**config.mk**
```make
export PLATFORM = sky130hd
export DESIGN_NAME = rx_elastic_buffer
export DESIGN_NICKNAME = d
export VERILOG_FILES = /design/src/rx_elastic_buffer_pkg.sv /design/src/link_edge_sampler.sv /design/src/axi_lite_regs.sv /design/src/rx_elastic_buffer.sv
export VERILOG_INCLUDE_DIRS = /design/src /design/src/src
export SDC_FILE = /design/constraint.sdc
export NUM_CORES = 1
export LEC_CHECK = 0
export BUFFER_PORTS_ARGS = -buffer_cell sky130_fd_sc_hd__buf_2
export CORE_AREA = 2 2 290 220
export DETAILED_ROUTE_END_ITERATION = 6
export DIE_AREA = 0 0 292 222
export SYNTH_ARGS = -nofsm -noshare
export SYNTH_HDL_FRONTEND = slang
export SYNTH_HIERARCHICAL = 1
export SYNTH_SLANG_ARGS = --single-unit
export TNS_END_PERCENT = 30
```
**constraint.sdc**
```tcl
create_clock -name aclk -period 7.2 [get_ports aclk]
set_input_delay 1.08 -clock aclk [delete_from_list [all_inputs] [get_ports aclk]]
set_output_delay 1.08 -clock aclk [all_outputs]
set_load 0.1 [all_outputs]
```
**src/rx_elastic_buffer_map.svh**
```systemverilog
// Constants of the receive elastic buffer: offsets, fields, resets, counts
`ifndef RX_ELASTIC_BUFFER_MAP_SVH
`define RX_ELASTIC_BUFFER_MAP_SVH

// ----------------------------------------------------------------
// Register offsets (byte addresses)
// ----------------------------------------------------------------
`define RXEB_CFG_OFFSET     4'h0
`define RXEB_STATUS_OFFSET  4'h4
`define RXEB_POINTER_OFFSET 4'h8

// ----------------------------------------------------------------
// Field positions
// ----------------------------------------------------------------
`define RXEB_SIZE_LSB       0
`define RXEB_OFFSET_LSB     8
`define RXEB_POS_SLIP_BIT   0
`define RXEB_NEG_SLIP_BIT   1

// ----------------------------------------------------------------
// Reset values and mode codes
// ----------------------------------------------------------------
`define RXEB_SIZE_RESET     2'h0
`define RXEB_OFFSET_RESET   9'h000
`define RXEB_SIZE_TWO       2'h0
`define RXEB_SIZE_ONE       2'h1
`define RXEB_SIZE_SHORT     2'h2
`define RXEB_SIZE_BYPASS    2'h3

// ----------------------------------------------------------------
// Buffer sizes in bits and slip window
// ----------------------------------------------------------------
`define RXEB_BITS_TWO       10'd512
`define RXEB_BITS_ONE       10'd256
`define RXEB_BITS_SHORT     10'd96
`define RXEB_SLIP_LIMIT     10'd8
`define RXEB_FRAME_BITS     9'd256

`endif

```
**src/rx_elastic_buffer_pkg.sv**
```systemverilog
// Types shared by the receive elastic buffer files
package rx_elastic_buffer_pkg;

    typedef enum logic [1:0] {
        size_two_frames,
        size_one_frame,
        size_short,
        size_bypass
    } buffer_size_t;

    typedef struct packed {
        logic [8:0] rx_timeslot_offset;
        logic [1:0] rx_buffer_size_sel;
    } system_interface_cfg1_t;

    typedef struct packed {
        logic       valid;
        logic       frame_start;
        logic       data;
    } line_bit_t;

endpackage : rx_elastic_buffer_pkg

```
**src/link_edge_sampler.sv**
```systemverilog
// Two-stage synchroniser and edge finder for the pins of the route side
`timescale 1ns/100ps
`default_nettype none

module link_edge_sampler
    import rx_elastic_buffer_pkg::*;
(
    input  wire logic aclk,
    input  wire logic aresetn,
    input  wire logic clk_en,
    input  wire logic route_clock,
    input  wire logic route_data,
    input  wire logic route_frame_start,
    output line_bit_t line_bit
);

    logic [2:0] stage1;
    logic [2:0] stage2;
    logic       last_clock;

    // ----------------------------------------------------------------
    // Synchronise, then take data on the rising route clock edge
    // ----------------------------------------------------------------
    always_ff @(posedge aclk) begin
        if (!aresetn) begin
            stage1     <= 3'h0;
            stage2     <= 3'h0;
            last_clock <= 1'b0;
            line_bit   <= '0;
        end else if (clk_en) begin
            stage1     <= {route_clock, route_frame_start, route_data};
            stage2     <= stage1;
            last_clock <= stage2[2];
            line_bit.valid       <= stage2[2] & ~last_clock;
            line_bit.frame_start <= stage2[1];
            line_bit.data        <= stage2[0];
        end
    end

endmodule : link_edge_sampler

`default_nettype wire

```
**src/axi_lite_regs.sv**
```systemverilog
// AXI4-Lite slave holding configuration, slip status and pointer view
`timescale 1ns/100ps
`default_nettype none
`include "rx_elastic_buffer_map.svh"

module axi_lite_regs
    import rx_elastic_buffer_pkg::*;
(
    input  wire logic                   aclk,
    input  wire logic                   aresetn,
    input  wire logic                   clk_en,
    input  wire logic [3:0]             awaddr,
    input  wire logic                   awvalid,
    output logic                        awready,
    input  wire logic [31:0]            wdata,
    input  wire logic [3:0]             wstrb,
    input  wire logic                   wvalid,
    output logic                        wready,
    output logic [1:0]                  bresp,
    output logic                        bvalid,
    input  wire logic                   bready,
    input  wire logic [3:0]             araddr,
    input  wire logic                   arvalid,
    output logic                        arready,
    output logic [31:0]                 rdata,
    output logic [1:0]                  rresp,
    output logic                        rvalid,
    input  wire logic                   rready,
    input  wire logic                   pos_slip_event,
    input  wire logic                   neg_slip_event,
    input  wire logic [8:0]             write_ptr,
    input  wire logic [8:0]             read_ptr,
    output system_interface_cfg1_t      cfg,
    output logic                        positive_slip_flag,
    output logic                        negative_slip_flag
);

    logic       aw_held;
    logic       w_held;
    logic [3:0] aw_addr;
    logic [31:0] w_data;
    logic [3:0] w_strb;
    logic       do_write;

    assign awready  = !aw_held && !bvalid;
    assign wready   = !w_held && !bvalid;
    assign arready  = !rvalid;
    assign do_write = aw_held && w_held && !bvalid;

    // ----------------------------------------------------------------
    // Write channels, taken in either order
    // ----------------------------------------------------------------
    always_ff @(posedge aclk) begin
        if (!aresetn) begin
            aw_held <= 1'b0;
            w_held  <= 1'b0;
            aw_addr <= 4'h0;
            w_data  <= 32'h0;
            w_strb  <= 4'h0;
            bvalid  <= 1'b0;
            bresp   <= 2'h0;
        end else if (clk_en) begin
            if (awvalid && awready) begin
                aw_held <= 1'b1;
                aw_addr <= awaddr;
            end
            if (wvalid && wready) begin
                w_held <= 1'b1;
                w_data <= wdata;
                w_strb <= wstrb;
            end
            if (do_write) begin
                aw_held <= 1'b0;
                w_held  <= 1'b0;
                bvalid  <= 1'b1;
                bresp   <= (aw_addr == `RXEB_CFG_OFFSET || aw_addr == `RXEB_STATUS_OFFSET)
                           ? 2'h0 : 2'h2;
            end else if (bvalid && bready) begin
                bvalid <= 1'b0;
            end
        end
    end

    // Receive size and offset are private to this channel, independent of transmit
    always_ff @(posedge aclk) begin
        if (!aresetn) begin
            cfg.rx_buffer_size_sel <= `RXEB_SIZE_RESET;
            cfg.rx_timeslot_offset <= `RXEB_OFFSET_RESET;
        end else if (clk_en && do_write && aw_addr == `RXEB_CFG_OFFSET) begin
            if (w_strb[0]) begin
                cfg.rx_buffer_size_sel <= w_data[`RXEB_SIZE_LSB +: 2];
            end
            if (w_strb[1]) begin
                cfg.rx_timeslot_offset[7:0] <= w_data[`RXEB_OFFSET_LSB +: 8];
            end
            if (w_strb[2]) begin
                cfg.rx_timeslot_offset[8] <= w_data[16];
            end
        end
    end

    // Sticky slip flags, write one to clear; a new slip wins over the clear
    always_ff @(posedge aclk) begin
        if (!aresetn) begin
            positive_slip_flag <= 1'b0;
            negative_slip_flag <= 1'b0;
        end else if (clk_en) begin
            if (pos_slip_event) begin
                positive_slip_flag <= 1'b1;
            end else if (do_write && aw_addr == `RXEB_STATUS_OFFSET && w_strb[0]
                         && w_data[`RXEB_POS_SLIP_BIT]) begin
                positive_slip_flag <= 1'b0;
            end
            if (neg_slip_event) begin
                negative_slip_flag <= 1'b1;
            end else if (do_write && aw_addr == `RXEB_STATUS_OFFSET && w_strb[0]
                         && w_data[`RXEB_NEG_SLIP_BIT]) begin
                negative_slip_flag <= 1'b0;
            end
        end
    end

    // ----------------------------------------------------------------
    // Read channel
    // ----------------------------------------------------------------
    always_ff @(posedge aclk) begin
        if (!aresetn) begin
            rvalid <= 1'b0;
            rdata  <= 32'h0;
            rresp  <= 2'h0;
        end else if (clk_en) begin
            if (arvalid && arready) begin
                rvalid <= 1'b1;
                rresp  <= 2'h0;
                case (araddr)
                    `RXEB_CFG_OFFSET: begin
                        rdata <= {15'h0, cfg.rx_timeslot_offset, 6'h0, cfg.rx_buffer_size_sel};
                    end
                    `RXEB_STATUS_OFFSET: begin
                        rdata <= {30'h0, negative_slip_flag, positive_slip_flag};
                    end
                    `RXEB_POINTER_OFFSET: begin
                        rdata <= {7'h0, read_ptr, 7'h0, write_ptr};
                    end
                    default: begin
                        rdata <= 32'h0;
                        rresp <= 2'h2;
                    end
                endcase
            end else if (rvalid && rready) begin
                rvalid <= 1'b0;
            end
        end
    end

endmodule : axi_lite_regs

`default_nettype wire

```
**src/rx_elastic_buffer.sv**
```systemverilog
// Receive elastic buffer of one E1 channel, route side to system highway
// Functional notes
// - Circular storage, 64 bytes, two frames max
// - Size 00: 512 bits, delay 256
// - Size 01: 256 bits, delay 128
// - Size 10: 96 bits, delay 48
// - Size 11: buffer bypassed
// - Receive size independent of transmit size
// - Wander absorbed: 190, 100, 38 UI
// - Line bits packed into bytes, written circularly
// - System clock reads, aligned by sync plus offset; here sync plus offset only loads bit_count, which read_ptr does not use
// - Bypass: no offset, route clock drives output
// - Bypass disables the time-slot assigner
// - Bypass ignores the receive sync input
// - Slip when read pointer nears write pointer
// - Negative slip skips, positive repeats half buffer
// - Slips in all sizes except bypass
// - After slip, read sits half buffer away
// - Slip direction sets its own status flag
// - Sync plus offset marks system frame start
//
// Local design decisions: the AXI4-Lite interface to the registers and the placing of the registers.
`timescale 1ns/100ps
`default_nettype none
`include "rx_elastic_buffer_map.svh"

module rx_elastic_buffer
    import rx_elastic_buffer_pkg::*;
#(
    parameter int DEPTH = 64
)
(
    input  wire logic        aclk,
    input  wire logic        aresetn,
    input  wire logic        clk_en,
    input  wire logic        route_clock,
    input  wire logic        route_data,
    input  wire logic        route_frame_start,
    input  wire logic        rx_system_clock,
    input  wire logic        rx_jitter_oscillator,
    input  wire logic        use_jitter_clock,
    input  wire logic        rx_frame_sync_pulse,
    output logic             rx_system_data_out,
    output logic             timeslot_assigner_en,
    input  wire logic [3:0]  awaddr,
    input  wire logic        awvalid,
    output logic             awready,
    input  wire logic [31:0] wdata,
    input  wire logic [3:0]  wstrb,
    input  wire logic        wvalid,
    output logic             wready,
    output logic [1:0]       bresp,
    output logic             bvalid,
    input  wire logic        bready,
    input  wire logic [3:0]  araddr,
    input  wire logic        arvalid,
    output logic             arready,
    output logic [31:0]      rdata,
    output logic [1:0]       rresp,
    output logic             rvalid,
    input  wire logic        rready,
    output logic             positive_slip_flag,
    output logic             negative_slip_flag
);

    // ----------------------------------------------------------------
    // Helpers
    // ----------------------------------------------------------------
    function automatic logic [9:0] size_bits(input logic [1:0] sel);
        case (sel)
            `RXEB_SIZE_TWO:   size_bits = `RXEB_BITS_TWO;
            `RXEB_SIZE_ONE:   size_bits = `RXEB_BITS_ONE;
            `RXEB_SIZE_SHORT: size_bits = `RXEB_BITS_SHORT;
            default:          size_bits = `RXEB_BITS_TWO;
        endcase
    endfunction : size_bits

    function automatic logic [8:0] wrap_add(input logic [9:0] a, input logic [9:0] b,
                                            input logic [9:0] lim);
        logic [10:0] s;
        s = {1'b0, a} + {1'b0, b};
        if (s >= {1'b0, lim}) begin
            s = s - {1'b0, lim};
        end
        // Clear to zero when a smaller size left the operand far outside
        if (s >= {1'b0, lim}) begin
            s = 11'h000;
        end
        wrap_add = s[8:0];
    endfunction : wrap_add

    system_interface_cfg1_t cfg;
    line_bit_t  line_bit;
    logic [7:0] mem [DEPTH];
    logic [8:0] write_ptr;
    logic [8:0] read_ptr;
    logic [7:0] shift_in;
    logic [9:0] limit;
    logic       bypass;
    logic       pos_slip_event;
    logic       neg_slip_event;
    logic [2:0] sys_sync1;
    logic [2:0] sys_sync2;
    logic       sys_last;
    logic       sys_edge;
    logic       sync_last;
    logic       frame_begin;
    logic [8:0] distance;
    logic [8:0] bit_count;

    assign limit  = size_bits(cfg.rx_buffer_size_sel);
    assign bypass = cfg.rx_buffer_size_sel == `RXEB_SIZE_BYPASS;
    assign timeslot_assigner_en = !bypass;

    axi_lite_regs u_regs (
        .aclk               (aclk),
        .aresetn            (aresetn),
        .clk_en             (clk_en),
        .awaddr             (awaddr),
        .awvalid            (awvalid),
        .awready            (awready),
        .wdata              (wdata),
        .wstrb              (wstrb),
        .wvalid             (wvalid),
        .wready             (wready),
        .bresp              (bresp),
        .bvalid             (bvalid),
        .bready             (bready),
        .araddr             (araddr),
        .arvalid            (arvalid),
        .arready            (arready),
        .rdata              (rdata),
        .rresp              (rresp),
        .rvalid             (rvalid),
        .rready             (rready),
        .pos_slip_event     (pos_slip_event),
        .neg_slip_event     (neg_slip_event),
        .write_ptr          (write_ptr),
        .read_ptr           (read_ptr),
        .cfg                (cfg),
        .positive_slip_flag (positive_slip_flag),
        .negative_slip_flag (negative_slip_flag)
    );

    link_edge_sampler u_line (
        .aclk              (aclk),
        .aresetn           (aresetn),
        .clk_en            (clk_en),
        .route_clock       (route_clock),
        .route_data        (route_data),
        .route_frame_start (route_frame_start),
        .line_bit          (line_bit)
    );

    // ----------------------------------------------------------------
    // Write side: serial to parallel, circular byte writes
    // ----------------------------------------------------------------
    // Both pointers live in aclk after sampling, so comparison is stable
    always_ff @(posedge aclk) begin
        if (!aresetn) begin
            write_ptr <= 9'h000;
            shift_in  <= 8'h00;
        end else if (clk_en) begin
            if (line_bit.valid) begin
                shift_in <= {shift_in[6:0], line_bit.data};
                // Short buffer is no whole frame, so it is never frame aligned
                if (line_bit.frame_start && limit[7:0] == 8'h00) begin
                    write_ptr <= {write_ptr[8] & limit[9], 8'h01};
                end else begin
                    write_ptr <= wrap_add({1'b0, write_ptr}, 10'd1, limit);
                end
            end else if ({1'b0, write_ptr} >= limit) begin
                // A smaller size left the pointer outside; fold it back in
                write_ptr <= wrap_add({1'b0, write_ptr}, 10'd0, limit);
            end
        end
    end

    always_ff @(posedge aclk) begin
        if (clk_en && line_bit.valid && write_ptr[2:0] == 3'h7) begin
            mem[write_ptr[8:3]] <= {shift_in[6:0], line_bit.data};
        end
    end

    // ----------------------------------------------------------------
    // Read side clock and sync sampling
    // ----------------------------------------------------------------
    always_ff @(posedge aclk) begin
        if (!aresetn) begin
            sys_sync1 <= 3'h0;
            sys_sync2 <= 3'h0;
            sys_last  <= 1'b0;
            sync_last <= 1'b0;
        end else if (clk_en) begin
            sys_sync1 <= {rx_system_clock, rx_jitter_oscillator, rx_frame_sync_pulse};
            sys_sync2 <= sys_sync1;
            sys_last  <= use_jitter_clock ? sys_sync2[1] : sys_sync2[2];
            if (sys_edge) begin
                sync_last <= sys_sync2[0];
            end
        end
    end

    assign sys_edge    = (use_jitter_clock ? sys_sync2[1] : sys_sync2[2]) & ~sys_last;
    // Sync ignored in bypass; offset then has no meaning either
    assign frame_begin = !bypass && sys_edge && sys_sync2[0] && !sync_last;

    // ----------------------------------------------------------------
    // Read pointer, frame alignment and slips
    // ----------------------------------------------------------------
    assign distance = wrap_add({1'b0, write_ptr}, limit - {1'b0, read_ptr}, limit);

    always_ff @(posedge aclk) begin
        if (!aresetn) begin
            read_ptr       <= 9'h000;
            bit_count      <= 9'h000;
            pos_slip_event <= 1'b0;
            neg_slip_event <= 1'b0;
        end else if (clk_en) begin
            pos_slip_event <= 1'b0;
            neg_slip_event <= 1'b0;
            if (!bypass && sys_edge) begin
                if (frame_begin) begin
                    bit_count <= cfg.rx_timeslot_offset;
                end else begin
                    bit_count <= bit_count + 9'h001;
                end
                // Window near coincidence; the side decides the slip direction
                if ({1'b0, distance} < `RXEB_SLIP_LIMIT) begin
                    pos_slip_event <= 1'b1;
                    read_ptr <= wrap_add({1'b0, write_ptr}, limit - (limit >> 1), limit);
                end else if ({1'b0, distance} > limit - `RXEB_SLIP_LIMIT) begin
                    neg_slip_event <= 1'b1;
                    read_ptr <= wrap_add({1'b0, write_ptr}, limit - (limit >> 1), limit);
                end else begin
                    read_ptr <= wrap_add({1'b0, read_ptr}, 10'd1, limit);
                end
            end else if ({1'b0, read_ptr} >= limit) begin
                read_ptr <= wrap_add({1'b0, read_ptr}, 10'd0, limit);
            end
        end
    end

    // Output bit; bypass sends the line bit on the route clock edge
    always_ff @(posedge aclk) begin
        if (!aresetn) begin
            rx_system_data_out <= 1'b1;
        end else if (clk_en) begin
            if (bypass) begin
                if (line_bit.valid) begin
                    rx_system_data_out <= line_bit.data;
                end
            end else if (sys_edge) begin
                rx_system_data_out <= mem[read_ptr[8:3]][3'h7 - read_ptr[2:0]];
            end
        end
    end

    // ----------------------------------------------------------------
    // Checks
    // ----------------------------------------------------------------
    no_bypass_slip_a: assert property (@(posedge aclk) disable iff (!aresetn)
        bypass |=> !pos_slip_event && !neg_slip_event)
        else $error("slip in bypass");
    slip_flag_pos_a: assert property (@(posedge aclk) disable iff (!aresetn)
        clk_en && pos_slip_event |=> positive_slip_flag)
        else $error("positive slip flag not set");
    slip_flag_neg_a: assert property (@(posedge aclk) disable iff (!aresetn)
        clk_en && neg_slip_event |=> negative_slip_flag)
        else $error("negative slip flag not set");
    slip_recenter_a: assert property (@(posedge aclk) disable iff (!aresetn)
        (pos_slip_event || neg_slip_event) && $stable(write_ptr)
        |-> {1'b0, distance} == (limit >> 1))
        else $error("read pointer not centred after slip");
    ptr_in_range_a: assert property (@(posedge aclk) disable iff (!aresetn)
        !$stable(limit) || bypass || ({1'b0, write_ptr} < limit && {1'b0, read_ptr} < limit))
        else $error("pointer beyond buffer size");
    frame_align_a: assert property (@(posedge aclk) disable iff (!aresetn)
        clk_en && line_bit.valid && line_bit.frame_start && limit[7:0] == 8'h00
        |=> write_ptr[7:0] == 8'h01)
        else $error("write pointer not aligned to frame");
    offset_load_a: assert property (@(posedge aclk) disable iff (!aresetn)
        clk_en && frame_begin |=> bit_count == $past(cfg.rx_timeslot_offset))
        else $error("offset not loaded at sync");
    bypass_data_a: assert property (@(posedge aclk) disable iff (!aresetn)
        clk_en && bypass && line_bit.valid |=> rx_system_data_out == $past(line_bit.data))
        else $error("bypass data mismatch");
    assigner_off_a: assert property (@(posedge aclk) disable iff (!aresetn)
        bypass |-> !timeslot_assigner_en)
        else $error("assigner active in bypass");

    sclk_ignored_a: assert property (@(posedge aclk) disable iff (!aresetn)
        clk_en && bypass && !line_bit.valid |=> $stable(rx_system_data_out))
        else $error("bypass output moved without a route edge");
    no_early_slip_a: assert property (@(posedge aclk) disable iff (!aresetn)
        clk_en && sys_edge && {1'b0, distance} >= `RXEB_SLIP_LIMIT
        && {1'b0, distance} <= limit - `RXEB_SLIP_LIMIT |=> !pos_slip_event && !neg_slip_event)
        else $error("slip outside the slip window");

    pos_slip_c: cover property (@(posedge aclk) pos_slip_event);
    neg_slip_c: cover property (@(posedge aclk) neg_slip_event);
    bypass_c:   cover property (@(posedge aclk) bypass && line_bit.valid);
    frame_c:    cover property (@(posedge aclk) frame_begin);
    jitter_c:   cover property (@(posedge aclk) use_jitter_clock && sys_edge);

endmodule : rx_elastic_buffer

`default_nettype wire

```
==> summary.md <==
| Metric | Value |
|---|---|
| Pwr Total | 7.324 mW |
| CP required | 7.68 ns |
| Yosys warns | 6 |
| Die height | 222 um |
| Worst slew pin tran | 1.118 ns |
| Rows | 79 |
| Final Max Slew Viols | 0 |
| First-pass GRT wire length | 100500 um |
| H-tree depth | 2 |
| Die Span X | 292 um |
| Routed vias/inst | 5.850 |
| Post-route ant nets | 0 |
| Fmax | 147.5 MHz |
| Vias in the first global route | 15377 |
| Post-synth top flop | edfxtp_1 |
| CTS tree | yes |
| Fin. Hold Viols | 0 |
| Core outline area | 61780 um^2 |
| FILL cells | 5069 |
| TritonRoute pass-1 iters | 7 |
| Status | finished clean |
| Worst Path Arrival | 7.26 ns |
| DRT iter0 DRCs | 1509 |
| Hold Buf Count CTS | 0 |
| Area Growth Syn to Fin | 12.20% |
| Residual DRC | 0 |
| Fin crit period | 6.778 ns |
| Busiest grt layer | met1 |
| Final cell count without fillers | 2701 |
| Worst skew pair latency | 0.65 ns |
| Post-synthesis cell area | 27650 um^2 |
| CTS Buffer Depth | 3 |
| Top cell type's share of synthesized area | 55.61% |
| Cells taking the most area after synthesis | edfxtp_1, mux4_2, dfxtp_1 |
| Initial Util | 44.75% |
| PwrDens | 236.1 nW/um^2 |
| Slew HR | 24.43% |
| VDD IR max | 190.9 uV |
| Number of synthesized flops with an enable pin | 512 |
| Antenna fix cells | 0 |
| Port bufs | 71 |
| FF+latch count, synth | 623 |
| Dpl cells | 2588 |
| Clk pin slew, worst setup/hold paths | 0.06 ns |
| Maxcap violations | 0 |
| I/O pins | 104 |
| Final wirelength | 67040 um |
| Routed WL per cell | 24.82 um |
| Max incr delay on CP | 0.60 ns |
| Final #Nets | 1983 |
| Startpoint types | flip-flop |
| Synth async-reset ratio | 0% |
| Hold WC Path Type | reg -> reg |
| Met1 GRT Util | 32.62% |
| Most used cell, CP | ha_1 |
| Sequential area share after synthesis | 63.65% |
| Vias | 15801 |
| Pin count of the biggest net entering global routing | 67 |
| Unique masters post-synth | 90 |
| Fin crit share | 94.15% |
| Die area | 64820 um^2 |
| Share of cells above drive strength 1 | 22.79% |
| Total track usage | 20.73% |
| Leak | 10.95 nW |
| M3 GR Usage | 3.408% |
| Routability Congestion | 0.8796 |
| CP max FO | 11 |
| Critical path's slowest cell | dfxtp_1 |
| Worst Clk Skew | 0.02551 ns |
| Grt total ovfl | 0 |
| Total CTS buffers | 60 |
| Final setup vio count | 0 |
| Fin Setup TNS | 0 ns |
| Syn Area/Cell | 15.85 um^2 |
| Clock root buffer master | clkbuf_16 |
| Leading area contributor after synthesis | edfxtp_1 |
| Mapped Cells | 1744 |
| GR Util met2 | 30.24% |
| Critical path type | reg -> reg |
| RSZ-0062 raised after global routing | no |
| CP Capture Type | flip-flop |
| CTS sink cnt | 623 |
| Initial antenna violation count | 1 |
| Detailed Place HPWL | 43360 um |
-- sequential cells by signal, summed over array words and instances, names as in the netlist, 2 cells and up, named ones only --
register and cells:
shift_in 7, sys_sync2 2, u_regs/w_data 11, u_regs/w_strb 3, u_line/line_bit 3, u_line/stage1 3, mem 512, u_line/stage2 3
write_ptr 9, u_regs/aw_addr 4, read_ptr 9, u_regs/cfg 11, sys_sync1 2, u_regs/rdata 25
-- what timing repair did --
item,CTS,global route
buffers inserted,0,2
gates resized for setup,0,4
endpoints found under the setup margin,0,16
-- cell type report --
cell class	instances	area [um^2]	share of cell area (%)
flip-flops and latches	623	17620	56.79
inverters	48	180.2	0.5809
well taps	810	1013	3.267
repair buffers	114	703.2	2.267
clock buffers	74	1564	5.042
clock inverters	37	459.2	1.480
multi-input cells	995	9482	30.57
-- synth_stat cells, types with 12 or more instances --
| cell type | instances |
|---|---|
| a21boi_0 | 13 |
| a21oi_1 | 51 |
| a31oi_1 | 12 |
| buf_2 | 21 |
| buf_4 | 16 |
| clkbuf_1 | 41 |
| dfxtp_1 | 111 |
| edfxtp_1 | 512 |
| ha_1 | 74 |
| inv_1 | 47 |
| mux2i_1 | 42 |
| mux4_2 | 170 |
| nand2_1 | 134 |
| nand2b_1 | 13 |
| nand3_1 | 30 |
| nor2_1 | 125 |
| nor2b_1 | 22 |
| nor3_1 | 18 |
| o21a_1 | 14 |
| o21ai_0 | 27 |
| xnor2_1 | 24 |
-- where the power goes --
group          switching, mW  internal, mW  total [mW]
Combinational          0.153        0.0779       0.231
Clock                   1.39          1.84        3.23
Sequential           0.00916          3.85        3.86
Total                   1.55          5.77        7.32
-- layer usage --
layer  wire, um  up-vias  part of all wire [%]
li1           -     7080                     -
met1      31910     8134                    48
met2      29440      507                    44
met3       4584       78                   6.8
met4       1091        2                   1.6
met5         13        -                 0.019
-- worst max-delay path, delay by kind of cell (launching register included) --
| family | cells | cell delay (ns) |
|---|---|---|
| and+or+nand+nor | 5 | 1.02 |
| buffers and inverters | 4 | 0.48 |
| adders and majority gates | 5 | 1.64 |
| xor gates and xnor gates | 1 | 0.15 |
| DFF | 1 | 0.60 |
| muxes | 1 | 0.28 |
| AOI/OAI and AO/OA | 12 | 2.46 |
-- path summary, 6_finish.rpt --
| path | startpoint | to | slack, ns | depth (start not counted) |
|---|---|---|---|---|
| hold / removal | u_regs/w_data[9]$_SDFFE_PN0P_ | u_regs/cfg[3]$_SDFFE_PN0P_ | 0.46 | 2 |
| setup / recovery | read_ptr[2]$_SDFFE_PN0P_ | read_ptr[5]$_SDFFE_PN0P_ | 0.42 | 28 |
| hold reg to reg | u_regs/w_data[9]$_SDFFE_PN0P_ | u_regs/cfg[3]$_SDFFE_PN0P_ | 0.46 | 2 |
| setup reg to reg | read_ptr[2]$_SDFFE_PN0P_ | read_ptr[5]$_SDFFE_PN0P_ | 0.42 | 28 |
-- placed cells by master (no fill, tap or decap), drive strengths merged, types with 31 or more instances in the layout --
| master | instances |
|---|---|
| dfxtp | 111 |
| nor2 | 125 |
| mux2i | 42 |
| mux4 | 170 |
| edfxtp | 512 |
| nand3 | 31 |
| inv | 50 |
| clkbuf | 74 |
| nand2 | 134 |
| buf | 114 |
| ha | 74 |
| a21oi | 52 |
-- per-stage QoR --
stage,util [%],hold WS [ns],area (um^2),setup slack [ns]
after floorplan,-,0.4350,27680,0.5725
after global placement,46.88,0.4426,28960,0.3802
after detailed placement,46.88,0.4489,28960,0.3630
after CTS,50.16,0.4551,30990,0.2907
after global routing,50.21,0.4704,31020,0.03323
final,50.21,0.4567,31020,0.4215
-- kinds of logic after synthesis --
| kind of cell | after synthesis | synth area share [%] |
|---|---|---|
| AO/OA/AOI/OAI | 239 | 6.255 |
| AND/OR/NAND/NOR | 415 | 7.309 |
| XOR/XNOR | 32 | 1.014 |
| flip-flops | 623 | 63.65 |
| other | 1 | 0.01356 |
| adder cells (fa/ha/maj) | 82 | 3.928 |
| multiplexers | 218 | 15.61 |
| buffers and inverters | 134 | 2.213 |
Power figures use the tool's default switching activity.
